<file path="src/pgc_pkg.sv">
// Package for the page granularity control register block
package pgc_pkg;
    localparam int          PGC_BIT_LPA_EN   = 29;
    localparam int          PGC_BIT_SP_EN    = 28;
    localparam logic [31:0] PGC_RESET_VALUE  = 32'h0000_0000;
    localparam logic [1:0]  PGC_PAGE_MASK_EXT_FORCED = 2'h3;
    localparam logic [1:0]  PGC_PAGE_MASK_EXT_RESET  = 2'h0;
endpackage : pgc_pkg

</file>
<file path="src/pgc_wr_if.sv">
// Interface carrying one coprocessor register write from the core
`timescale 1ns/1ps
`default_nettype none
interface pgc_wr_if;
    logic        we;
    logic [31:0] wdata;
    modport src (output we, output wdata);
    modport dst (input we, input wdata);
endinterface : pgc_wr_if
`default_nettype wire

</file>
<file path="src/pgc_mask_ext.sv">
// Page mask extension field holder, gated by small page mode
`timescale 1ns/1ps
`default_nettype none
module pgc_mask_ext (
    input  wire logic       clk_i,
    input  wire logic       rst_b_i,
    input  wire logic       sp_on_i,
    pgc_wr_if.dst           wr,
    output logic      [1:0] rd_o,
    output logic      [1:0] tlb_o
);
    import pgc_pkg::*;
    logic [1:0] page_mask_ext_r;
    logic [1:0] page_mask_ext_nxt;

    // Field only accepts writes while small pages are on
    assign page_mask_ext_nxt = (wr.we && sp_on_i) ? wr.wdata[12:11] : page_mask_ext_r;

    always_ff @(posedge clk_i or negedge rst_b_i) begin
        if (!rst_b_i) begin
            page_mask_ext_r <= PGC_PAGE_MASK_EXT_RESET;
        end else begin
            page_mask_ext_r <= page_mask_ext_nxt;
        end
    end

    // Reads zero and the TLB sees 0b11 when disabled
    assign rd_o  = sp_on_i ? page_mask_ext_r : 2'h0;
    assign tlb_o = sp_on_i ? page_mask_ext_r : PGC_PAGE_MASK_EXT_FORCED;
endmodule : pgc_mask_ext
`default_nettype wire

</file>
<file path="src/pgc_page_granularity_control.sv">
// Page granularity control register and the translation field shaping it steers
`timescale 1ns/1ps
`default_nettype none
// Behaviour
// - With large-address enable (bit 29) set, frame number extension of both low entries is writable and joined above the frame number.
// - Without large-address capability, the large-address enable ignores writes and reads zero.
// - With small-page enable (bit 28) set, frame numbers hold the physical address down to bit 10, shifted left two places.
// - With small pages on, the page mask extension is writable and joined with the page mask.
// - With small pages on, the virtual page pair extension joins the match number; VA bits 12 and 11 have no effect on it.
// - With small pages off, the mask extension rejects writes, reads zero and acts as 0b11 on TLB writes.
// - Bits 27 to 13 and 7 to 0 always read zero.
// - Vendor extension positions 31 to 30 and 12 to 8 read zero and have no effect here.
// - With the vendor extension present, neither enable exists.
//
// Control word layout:
//   31:30  vendor extension positions, read zero, no effect
//   29     large-address enable
//   28     small-page enable
//   27:13  reserved, read zero
//   12:8   vendor extension positions, read zero, no effect
//   7:0    reserved, read zero
// Timing:
//   a write is taken on the rising edge that sees the strobe high
//   the enables show one cycle later
//   the read word and the shaped translation fields show two cycles later
// Limitations:
//   the clearing sequence that software owes before a change is not checked here;
//   a change without it leaves stale frames in flight for one cycle
//   losing a capability clears its enable on the next edge without a write
// Outputs:
//   every output leaves straight from a flip-flop, so the TLB side sees no glitches
module pgc_page_granularity_control (
    input  wire logic        clk_i,
    input  wire logic        rst_b_i,
    input  wire logic        large_addr_capable_i,
    input  wire logic        small_page_capable_i,
    input  wire logic        vendor_ext_present_i,
    input  wire logic        pgc_we_i,
    input  wire logic [31:0] pgc_wdata_i,
    input  wire logic        mask_we_i,
    input  wire logic [31:0] mask_wdata_i,
    input  wire logic [31:0] pfn_even_i,
    input  wire logic [31:0] pfn_odd_i,
    input  wire logic [31:0] frame_number_ext_even_i,
    input  wire logic [31:0] frame_number_ext_odd_i,
    input  wire logic [26:0] virt_page_pair_number_i,
    input  wire logic [1:0]  virt_page_pair_ext_i,
    input  wire logic [1:0]  va_low_i,
    input  wire logic [15:0] mask_i,
    output logic      [31:0] pgc_rdata_o,
    output logic             large_phys_addr_enable_o,
    output logic             small_page_enable_o,
    output logic      [1:0]  page_mask_ext_o,
    output logic      [17:0] tlb_mask_o,
    output logic      [63:0] frame_even_o,
    output logic      [63:0] frame_odd_o,
    output logic      [28:0] match_vpn_o
);
    import pgc_pkg::*;

    // Architectural state: the two enables
    logic        lpa_r;
    logic        sp_r;
    logic        lpa_nxt;
    logic        sp_nxt;

    // Write decode
    logic        lpa_ok;
    logic        sp_ok;
    logic        lpa_wbit;
    logic        sp_wbit;

    // Read path
    logic [31:0] rd_word;
    logic [31:0] rdata_r;
    logic [1:0]  mx_rd;
    logic [1:0]  mx_rd_r;

    // Mask extension toward the TLB
    logic [1:0]  mx_tlb;
    logic [17:0] tmask_nxt;
    logic [17:0] tmask_r;

    // Frame shaping, one slot per low entry (0 even, 1 odd)
    logic [31:0] pfn_sel   [2];
    logic [31:0] frame_number_ext_sel  [2];
    logic [63:0] frame_nxt [2];
    logic [63:0] fe_nxt;
    logic [63:0] fo_nxt;
    logic [63:0] fe_r;
    logic [63:0] fo_r;

    // Match number
    logic [1:0]  vpn_low;
    logic [28:0] vpn_nxt;
    logic [28:0] vpn_r;

    // Mask writes travel to the holder on the shared write carrier
    pgc_wr_if mwr ();
    assign mwr.we    = mask_we_i;
    assign mwr.wdata = mask_wdata_i;

    // Enables exist only when capable and no vendor extension overrides them
    assign lpa_ok   = large_addr_capable_i && !vendor_ext_present_i;
    assign sp_ok    = small_page_capable_i && !vendor_ext_present_i;
    assign lpa_wbit = pgc_wdata_i[PGC_BIT_LPA_EN];
    assign sp_wbit  = pgc_wdata_i[PGC_BIT_SP_EN];

    // Losing capability clears an enable too, so no feature outlives its hardware
    assign lpa_nxt = !lpa_ok ? 1'b0 : (pgc_we_i ? lpa_wbit : lpa_r);
    assign sp_nxt  = !sp_ok ? 1'b0 : (pgc_we_i ? sp_wbit : sp_r);

    // Reset clears both features so translation starts in the legacy layout
    always_ff @(posedge clk_i or negedge rst_b_i) begin
        if (!rst_b_i) begin
            lpa_r <= PGC_RESET_VALUE[PGC_BIT_LPA_EN];
            sp_r  <= PGC_RESET_VALUE[PGC_BIT_SP_EN];
        end else begin
            lpa_r <= lpa_nxt;
            sp_r  <= sp_nxt;
        end
    end

    // Only the two enables are ever visible; everything else reads zero
    always_comb begin
        rd_word = 32'h0000_0000;
        rd_word[PGC_BIT_LPA_EN] = lpa_r;
        rd_word[PGC_BIT_SP_EN]  = sp_r;
    end

    // Mask extension holder, writable only while small pages are on
    pgc_mask_ext u_mask_ext (
        .clk_i   (clk_i),
        .rst_b_i (rst_b_i),
        .sp_on_i (sp_r),
        .wr      (mwr),
        .rd_o    (mx_rd),
        .tlb_o   (mx_tlb)
    );

    // Gather each entry's fields so one loop shapes both
    assign pfn_sel[0]  = pfn_even_i;
    assign pfn_sel[1]  = pfn_odd_i;
    assign frame_number_ext_sel[0] = frame_number_ext_even_i;
    assign frame_number_ext_sel[1] = frame_number_ext_odd_i;

    // Per-entry frame shaping
    for (genvar e = 0; e < 2; e++) begin : g_entry
        logic [31:0] ext_part;
        logic [63:0] joined;
        // Extension joins above the frame number only in large-address mode
        assign ext_part     = lpa_r ? frame_number_ext_sel[e] : 32'h0000_0000;
        assign joined       = {ext_part, pfn_sel[e]};
        // Small pages reach PA bit 10; the top two extension bits fall off
        assign frame_nxt[e] = sp_r ? {joined[61:0], 2'h0} : joined;
    end

    // Slot 0 feeds the even entry, slot 1 the odd one
    assign fe_nxt = frame_nxt[0];
    assign fo_nxt = frame_nxt[1];

    // The extension already spans every VA 12:11 pattern, so the VA bits
    // cannot narrow the match further; with small pages off both bits are zero
    assign vpn_low = sp_r ? ((virt_page_pair_ext_i & va_low_i) | virt_page_pair_ext_i) : 2'h0;
    assign vpn_nxt = {virt_page_pair_number_i, vpn_low};

    // Page mask seen by a TLB write: forced 0b11 below it while small pages are off
    assign tmask_nxt = {mask_i, mx_tlb};

    // Read path registers; one cycle behind the enables, fine since software
    // must settle translation state before relying on a change
    always_ff @(posedge clk_i or negedge rst_b_i) begin
        if (!rst_b_i) begin
            rdata_r <= 32'h0000_0000;
            mx_rd_r <= 2'h0;
        end else begin
            rdata_r <= rd_word;
            mx_rd_r <= mx_rd;
        end
    end

    // TLB mask register
    always_ff @(posedge clk_i or negedge rst_b_i) begin
        if (!rst_b_i) begin
            tmask_r <= 18'h0_0000;
        end else begin
            tmask_r <= tmask_nxt;
        end
    end

    // Frame registers for both low entries
    always_ff @(posedge clk_i or negedge rst_b_i) begin
        if (!rst_b_i) begin
            fe_r <= 64'h0;
            fo_r <= 64'h0;
        end else begin
            fe_r <= fe_nxt;
            fo_r <= fo_nxt;
        end
    end

    // Match number register
    always_ff @(posedge clk_i or negedge rst_b_i) begin
        if (!rst_b_i) begin
            vpn_r <= 29'h0;
        end else begin
            vpn_r <= vpn_nxt;
        end
    end

    // Every output comes straight from a register
    assign pgc_rdata_o              = rdata_r;
    assign large_phys_addr_enable_o = lpa_r;
    assign small_page_enable_o      = sp_r;
    assign page_mask_ext_o          = mx_rd_r;
    assign tlb_mask_o               = tmask_r;
    assign frame_even_o             = fe_r;
    assign frame_odd_o              = fo_r;
    assign match_vpn_o              = vpn_r;
endmodule : pgc_page_granularity_control
`default_nettype wire

</file>
<file path="config.mk">
export PLATFORM = sky130hd
export DESIGN_NAME = pgc_page_granularity_control
export DESIGN_NICKNAME = d
export VERILOG_FILES = /design/src/pgc_pkg.sv /design/src/pgc_wr_if.sv /design/src/pgc_mask_ext.sv /design/src/pgc_page_granularity_control.sv
export SDC_FILE = /design/constraint.sdc
export NUM_CORES = 1
export LEC_CHECK = 0
export BUFFER_PORTS_ARGS = -buffer_cell sky130_fd_sc_hd__buf_2
export CORE_AREA = 2 2 177 179
export CTS_BUF_LIST = sky130_fd_sc_hd__clkbuf_16
export DETAILED_ROUTE_END_ITERATION = 10
export DIE_AREA = 0 0 179 181
export GPL_TIMING_DRIVEN = 0
export HOLD_SLACK_MARGIN = 0.02
export MAX_ROUTING_LAYER = met4
export PLACE_DENSITY = 0.47
export SETUP_SLACK_MARGIN = 0.15
export SLEW_MARGIN = 15
export SYNTH_ARGS = -nofsm -noshare
export SYNTH_HDL_FRONTEND = slang
export SYNTH_HIERARCHICAL = 1
export SYNTH_SLANG_ARGS = --single-unit
</file>
<file path="constraint.sdc">
create_clock -name clk_i -period 1.7 [get_ports clk_i]
set_input_delay 0.34 -clock clk_i [delete_from_list [all_inputs] [get_ports clk_i]]
set_output_delay 0.34 -clock clk_i [all_outputs]
set_load 0.01 [all_outputs]
</file>
# [Word-level counts from Yosys, hierarchy flattened]
# Cells that the tools add are included.
[word_totals] ff_bits=183 in_bits=246 output_inout_bits=211 wordCells=28
[op_classes] n_eq_ne=2 mux=11 bitwise_logic=2 reduce_logical=4
[op_table] cell="64-bit two-way mux" count=2
[op_table] cell="32-bit two-way mux" count=2
[op_table] cell="2-bit two-way mux" count=3
[op_table] cell="1-bit two-way mux" count=4
[op_table] cell="2-bit != test, second input constant" count=2
[op_table] cell="1-bit logical AND" count=3
[op_table] cell="2-bit AND" count=1
[op_table] cell="2-bit bitwise OR" count=1
[op_table] cell="1-bit zero test" count=1

# [Depth between registers and ports, before layout]
[depth] ltp_word=3 depth_mapped=5

# [Modules after synthesis]
# The synthesis kept the hierarchy.
[modules_own_cells] mod="pgc_page_granularity_control" instances=1 cells_each=428 area_each_um2=6922.9 seq_area_each_um2=4529.3
[modules_own_cells] mod="pgc_mask_ext" instances=1 cells_each=9 area_each_um2=116.4 seq_area_each_um2=50.0

# [Worst setup path after synthesis]
# OpenSTA, ideal clock, no wires.
[synth_path] kind="register -> register" from="register sp_r, in the netlist small_page_enable_o" to="register fe_r[10], in the netlist frame_even_o[10]" setup_ns=0.125 arrival_time_ns=1.221 path_slack_ns=0.354 path_stages_with_launch=5 n_path_buf=3 synth_period_minus_slack_ns=1.346 path_cell_list="dfrtp_1 -> buf_6 -> buf_6 -> buf_6 -> mux2_4"
[synth_via] elab_chain_cells=1
[synth_lines] item="from (decl)" line="pgc_page_granularity_control.sv:63" rtl="logic sp_r;"
[synth_lines] item="from (signal assigned)" line="pgc_page_granularity_control.sv:117" rtl="sp_r <= PGC_RESET_VALUE[PGC_BIT_SP_EN];"
[synth_lines] item="from (signal assigned)" line="pgc_page_granularity_control.sv:120" rtl="sp_r <= sp_nxt;"
[synth_lines] item="64-bit two-way mux" line="pgc_page_granularity_control.sv:155" rtl="assign frame_nxt[e] = sp_r ? {joined[61:0], 2'h0} : joined;"
[synth_lines] item="net fe_nxt[10]" line="pgc_page_granularity_control.sv:88" rtl="logic [63:0] fe_nxt;"
[synth_lines] item="to (signal assigned)" line="pgc_page_granularity_control.sv:197" rtl="fe_r <= fe_nxt;"
[synth_lines] item="to (decl)" line="pgc_page_granularity_control.sv:90" rtl="logic [63:0] fe_r;"
# The timed path passes the listed nets, and every way through them passes these cells.
# A chain may end at the register's enable or synchronous reset.

# [Final worst setup path]
[layout_path] from="register lpa_r, in the netlist large_phys_addr_enable_o" to="output large_phys_addr_enable_o"
[layout_lines] item="from (decl)" line="pgc_page_granularity_control.sv:62" rtl="logic lpa_r;"
[layout_lines] item="from (signal assigned)" line="pgc_page_granularity_control.sv:116" rtl="lpa_r <= PGC_RESET_VALUE[PGC_BIT_LPA_EN];"
[layout_lines] item="from (signal assigned)" line="pgc_page_granularity_control.sv:119" rtl="lpa_r <= lpa_nxt;"
[layout_lines] item="to (decl)" line="pgc_page_granularity_control.sv:51" rtl="output logic large_phys_addr_enable_o,"
# No word-level cell between the ends.

==> results.md <==
- The cell chosen for the clock root is sky130_fd_sc_hd__clkbuf_16.
- The count of nets left with antenna violations once routing finished came out at 0.
- Setup violations remaining at the end of the flow were counted as 0.
- Once the floorplan was initialized, standard cells occupied 23.2% of the core.
- TritonCTS built the clock tree.
- The routed layout has 4,922 vias.
- The initialized floorplan defines 64 standard-cell rows.
- The number of hold violations in the final report is 0.
- STA puts the critical path data required time at 1.36 ns.
- The number of placed instances, taps included, is 1,228.
- The worst setup path is launched from a register.
- The number of non-filler instances in the completed layout is 1,307.
- The net load switching power is 2470 µW.
- 457 I/O pins were placed.
- The routed wire length per instance is 16.5 µm.
- The net count reported at finish is 1,141.
- Summed over all layers, the global routing overflow is 0.
- No sink is reached through more buffers than the 2 on the longest clock path.
- In this run the worst path has a maximum fanout of 10.
- During synthesis, Yosys emitted a total of 6 warnings.
- The clock arrives with 0.00695 ns of skew.
- The clock group share of total power is 40.6%.
- The share of synthesized registers carrying an async set or reset is 100%.
- The quantity of I/O buffers inserted on ports is 364.
- The delay of the slowest critical-path stage is 0.51 ns.
- Summed over its instances, the top area cell type makes up 65.1% of the synthesized netlist area.
- The region available for standard cell placement spans 0.0303 mm².
- The path type of the worst setup path is register to output port.
- The design internal power is 7380 µW.
- The largest individual stage delay along the critical path comes from the cell sky130_fd_sc_hd__dfrtp_2.
- Of all cell types, the one taking the most synthesized area is sky130_fd_sc_hd__dfrtp_1.
- The commonest cells after synthesis are 183 x sky130_fd_sc_hd__dfrtp_1, 65 x sky130_fd_sc_hd__nor2b_1, 62 x sky130_fd_sc_hd__mux2_4, 62 x sky130_fd_sc_hd__mux2i_1, 34 x sky130_fd_sc_hd__buf_4.
- The worst setup path is captured at an output port.
- The largest vdd supply drop is 0.597 mV.
- The fraction of final layout cells sized beyond drive strength 1 is 56.1%.
- Registers take 0.00458 mm².
- For this run, the leading register cell type out of synthesis is sky130_fd_sc_hd__dfrtp_1.
- The area of the multi-input gates is 0.00217 mm².
- At the placement stage, the worst setup path has a slack of 0.0763 ns.
- The power density of the placed cells is 933 mW/mm².
- The final worst-path cycle share is 85.8%.
- The wire-length estimate of the detail-placed layout is 16.9 mm.
- The via count normalized by instance count is 3.77.
- The final critical path time including I/O delays and setup is 1.46 ns.
- In this run switching power makes up 25.0% of total power.
- The mean post-synth cell area is 16.1 µm².
- Entering global routing, the biggest net connects 76 pins.
- The setup TNS is 0 ns.
- The maximum clock rate is 685 MHz.
- Registers are responsible for 46.8% of the overall power.
- The total number of H-tree levels is 4.
- The DRC violation count after routing is 0.
- The number of antenna violations at the first check in global routing is 5.
- After the first detailed-routing iteration, the DRC count stood at 167.
- For the pin with the worst max-slew slack, the measured transition is 0.648 ns.
- The routing usage on met3 is 4.67%.
- The worst endpoint data arrival time is 1.12 ns.
- The cell with the most instances after synthesis is sky130_fd_sc_hd__dfrtp_1.
- The analysis attributes to cell leakage a power of 0.00542 µW.
- The clock-pin slew on the worst setup and hold paths is 0.07 ns.
- The count of filler cells inserted in the layout is 3,065.
- The synthesized netlist occupies a cell area of 0.00704 mm².
- Setup slack on the critical path of the routed design comes to 0.241 ns.
- The tool flagged a number of max-cap violations equal to 0.
- The number of cells produced by synthesis is 437.
- The worst path buffer plus inverter count is 1.
- In this run, distinct cell masters in the synthesized netlist total 15.
- The gate family responsible for the most delay along the worst path is flip-flops.
- The total routing resource utilization after global routing is 13.7%.
- Traced cell by cell, the critical path runs through buf_2.
- Ranked by total cell area, the synthesized netlist is headed by sky130_fd_sc_hd__dfrtp_1 65%, sky130_fd_sc_hd__mux2_4 13%, sky130_fd_sc_hd__mux2i_1 8.8%.
- The total power draw is 9850 µW.
- In this run the vertical extent of the chip is 181 µm.
- The number of optimization iterations in the first detailed-route pass is 4.
- The first-pass GRT wire length is 31.6 mm.
- Setup repair after global routing left no endpoint under its margin.
- The floorplan step defined a die boundary enclosing 0.0324 mm².
- The path class of the tightest hold or removal check is input pin to register.
- The final-report max-slew violation count is 0.
- The met1 routing resource usage after global routing is 14.9%.
- In this run, synthesis produced a sequential element count of 183.
- The flow ran to the end, and the final reports show no timing, DRC or antenna violations.
- At the end of routability-driven placement, the weighted congestion stood at 0.751.
- For met2 alone, demand over resource in global routing was 23.0%.
- The most used routing layer is met2.
- Summed over all layers, the routed wires come to 21.6 mm.
- Compared with the post-synthesis result, the final layout area differs by 50.0%.
- The die is 179 µm wide.
- Per report_power, the combinational group accounts for 12.6% of the total.
- CTS saw 183 sinks.
- The via count of the first global-routing pass is 5,391.
- The max-slew headroom at the worst pin is 56.8%.
- The synthesized design contains 0 enable-type register cells.
- In this run, CTS created clock tree buffers numbering 17.
- The later pin in the worst-skew pair is clocked with a latency of 0.43 ns.
- Hold timing on the final database bottoms out at a slack of 0.0511 ns.
- Of the synthesized area, sequential elements account for 65.1%.
## repair_timing
| action | CTS | global route |
|---|---|---|
| setup buffers | 1 | 0 |
| gates resized for setup | 2 | 0 |
| endpoints found under the setup margin | 88 | 0 |
| hold endpoints to repair | 87 | 0 |
| hold buffers | 43 | 0 |
## area by class of cell
cell class                      count  share of cell area [%]
Timing Repair Buffer              410                    22.0
Antenna cell                        5                   0.118
Sequential cell                   183                    43.4
Clock buffer                       17                    4.03
Buffer                             51                    3.73
Tap cell                          396                    4.69
Multi-Input combinational cell    232                    20.6
Clock inverter                     13                    1.42
## metal layers
layer | wire, µm | part of all wire [%] | up-vias
met4 | 285 | 1.3 | 0
met1 | 8330 | 39 | 2347
met5 | 0 | 0 | -
met3 | 2100 | 9.7 | 18
li1 | - | - | 2306
met2 | 10900 | 50 | 251
## path summary, 6_finish.rpt
kind	start	depth (start not counted)	end	slack [ns]
setup reg to reg	small_page_enable_o	4	frame_even_o[23]	0.28
max in group asynchronous	rst_b_i	3	small_page_enable_o	0.53
hold reg to reg	u_mask_ext/page_mask_ext_r[0]	1	tlb_mask_o[0]	0.49
hold / removal	virt_page_pair_number_i[16]	1	match_vpn_o[18]	0.05
min in group asynchronous	rst_b_i	2	tlb_mask_o[3]	0.41
setup / recovery	large_phys_addr_enable_o	1	large_phys_addr_enable_o	0.24
## cell families after synthesis
logic type      Yosys count  share of synthesized area [%]
compound gates            4                          0.498
simple gates             74                           6.75
buf+inv                  51                           5.60
other cells               1                         0.0533
mux                     124                           22.0
flops                   183                           65.1
## power groups by stage
stage	clock [µW]	combinational (µW)	sequential, µW
5_1_grt	4350	1370	4630
3_5_place_dp	0	1190	4690
3_3_place_gp	0	1160	4690
4_1_cts	4170	1280	4610
6_report	4000	1240	4610
2_1_floorplan	0	421	4800
## state kept, by name, summed over array words and instances (netlist names)
register,count
page_mask_ext_o,2
small_page_enable_o,1
pgc_rdata_o,2
large_phys_addr_enable_o,1
match_vpn_o,29
frame_odd_o,64
u_mask_ext/page_mask_ext_r,2
tlb_mask_o,18
frame_even_o,64
## per-stage QoR
step	util, %	instance area [µm²]
floorplan	-	7150
global placement	31.2	9470
detailed placement	31.4	9530
CTS	34.8	10500
global route	34.8	10600
finish	34.8	10600
## placed cells by master, fill, tap and decap left out, drive strengths merged
master | synthesis | layout
mux2i | 62 | 62
dlygate4sd3 | 0 | 43
clkinv | 0 | 1
buf | 44 | 411
clkinvlp | 0 | 5
inv | 0 | 5
mux2 | 62 | 62
clkbuf | 7 | 24
nor3b | 2 | 2
diode | 0 | 5
nand2 | 1 | 1
dfrtp | 183 | 183
bufinv | 0 | 2
nor2b | 65 | 65
and2 | 4 | 4
conb | 1 | 30
a22o | 4 | 4
or2b | 2 | 2
Note: power is estimated with default switching activity, not from simulation.
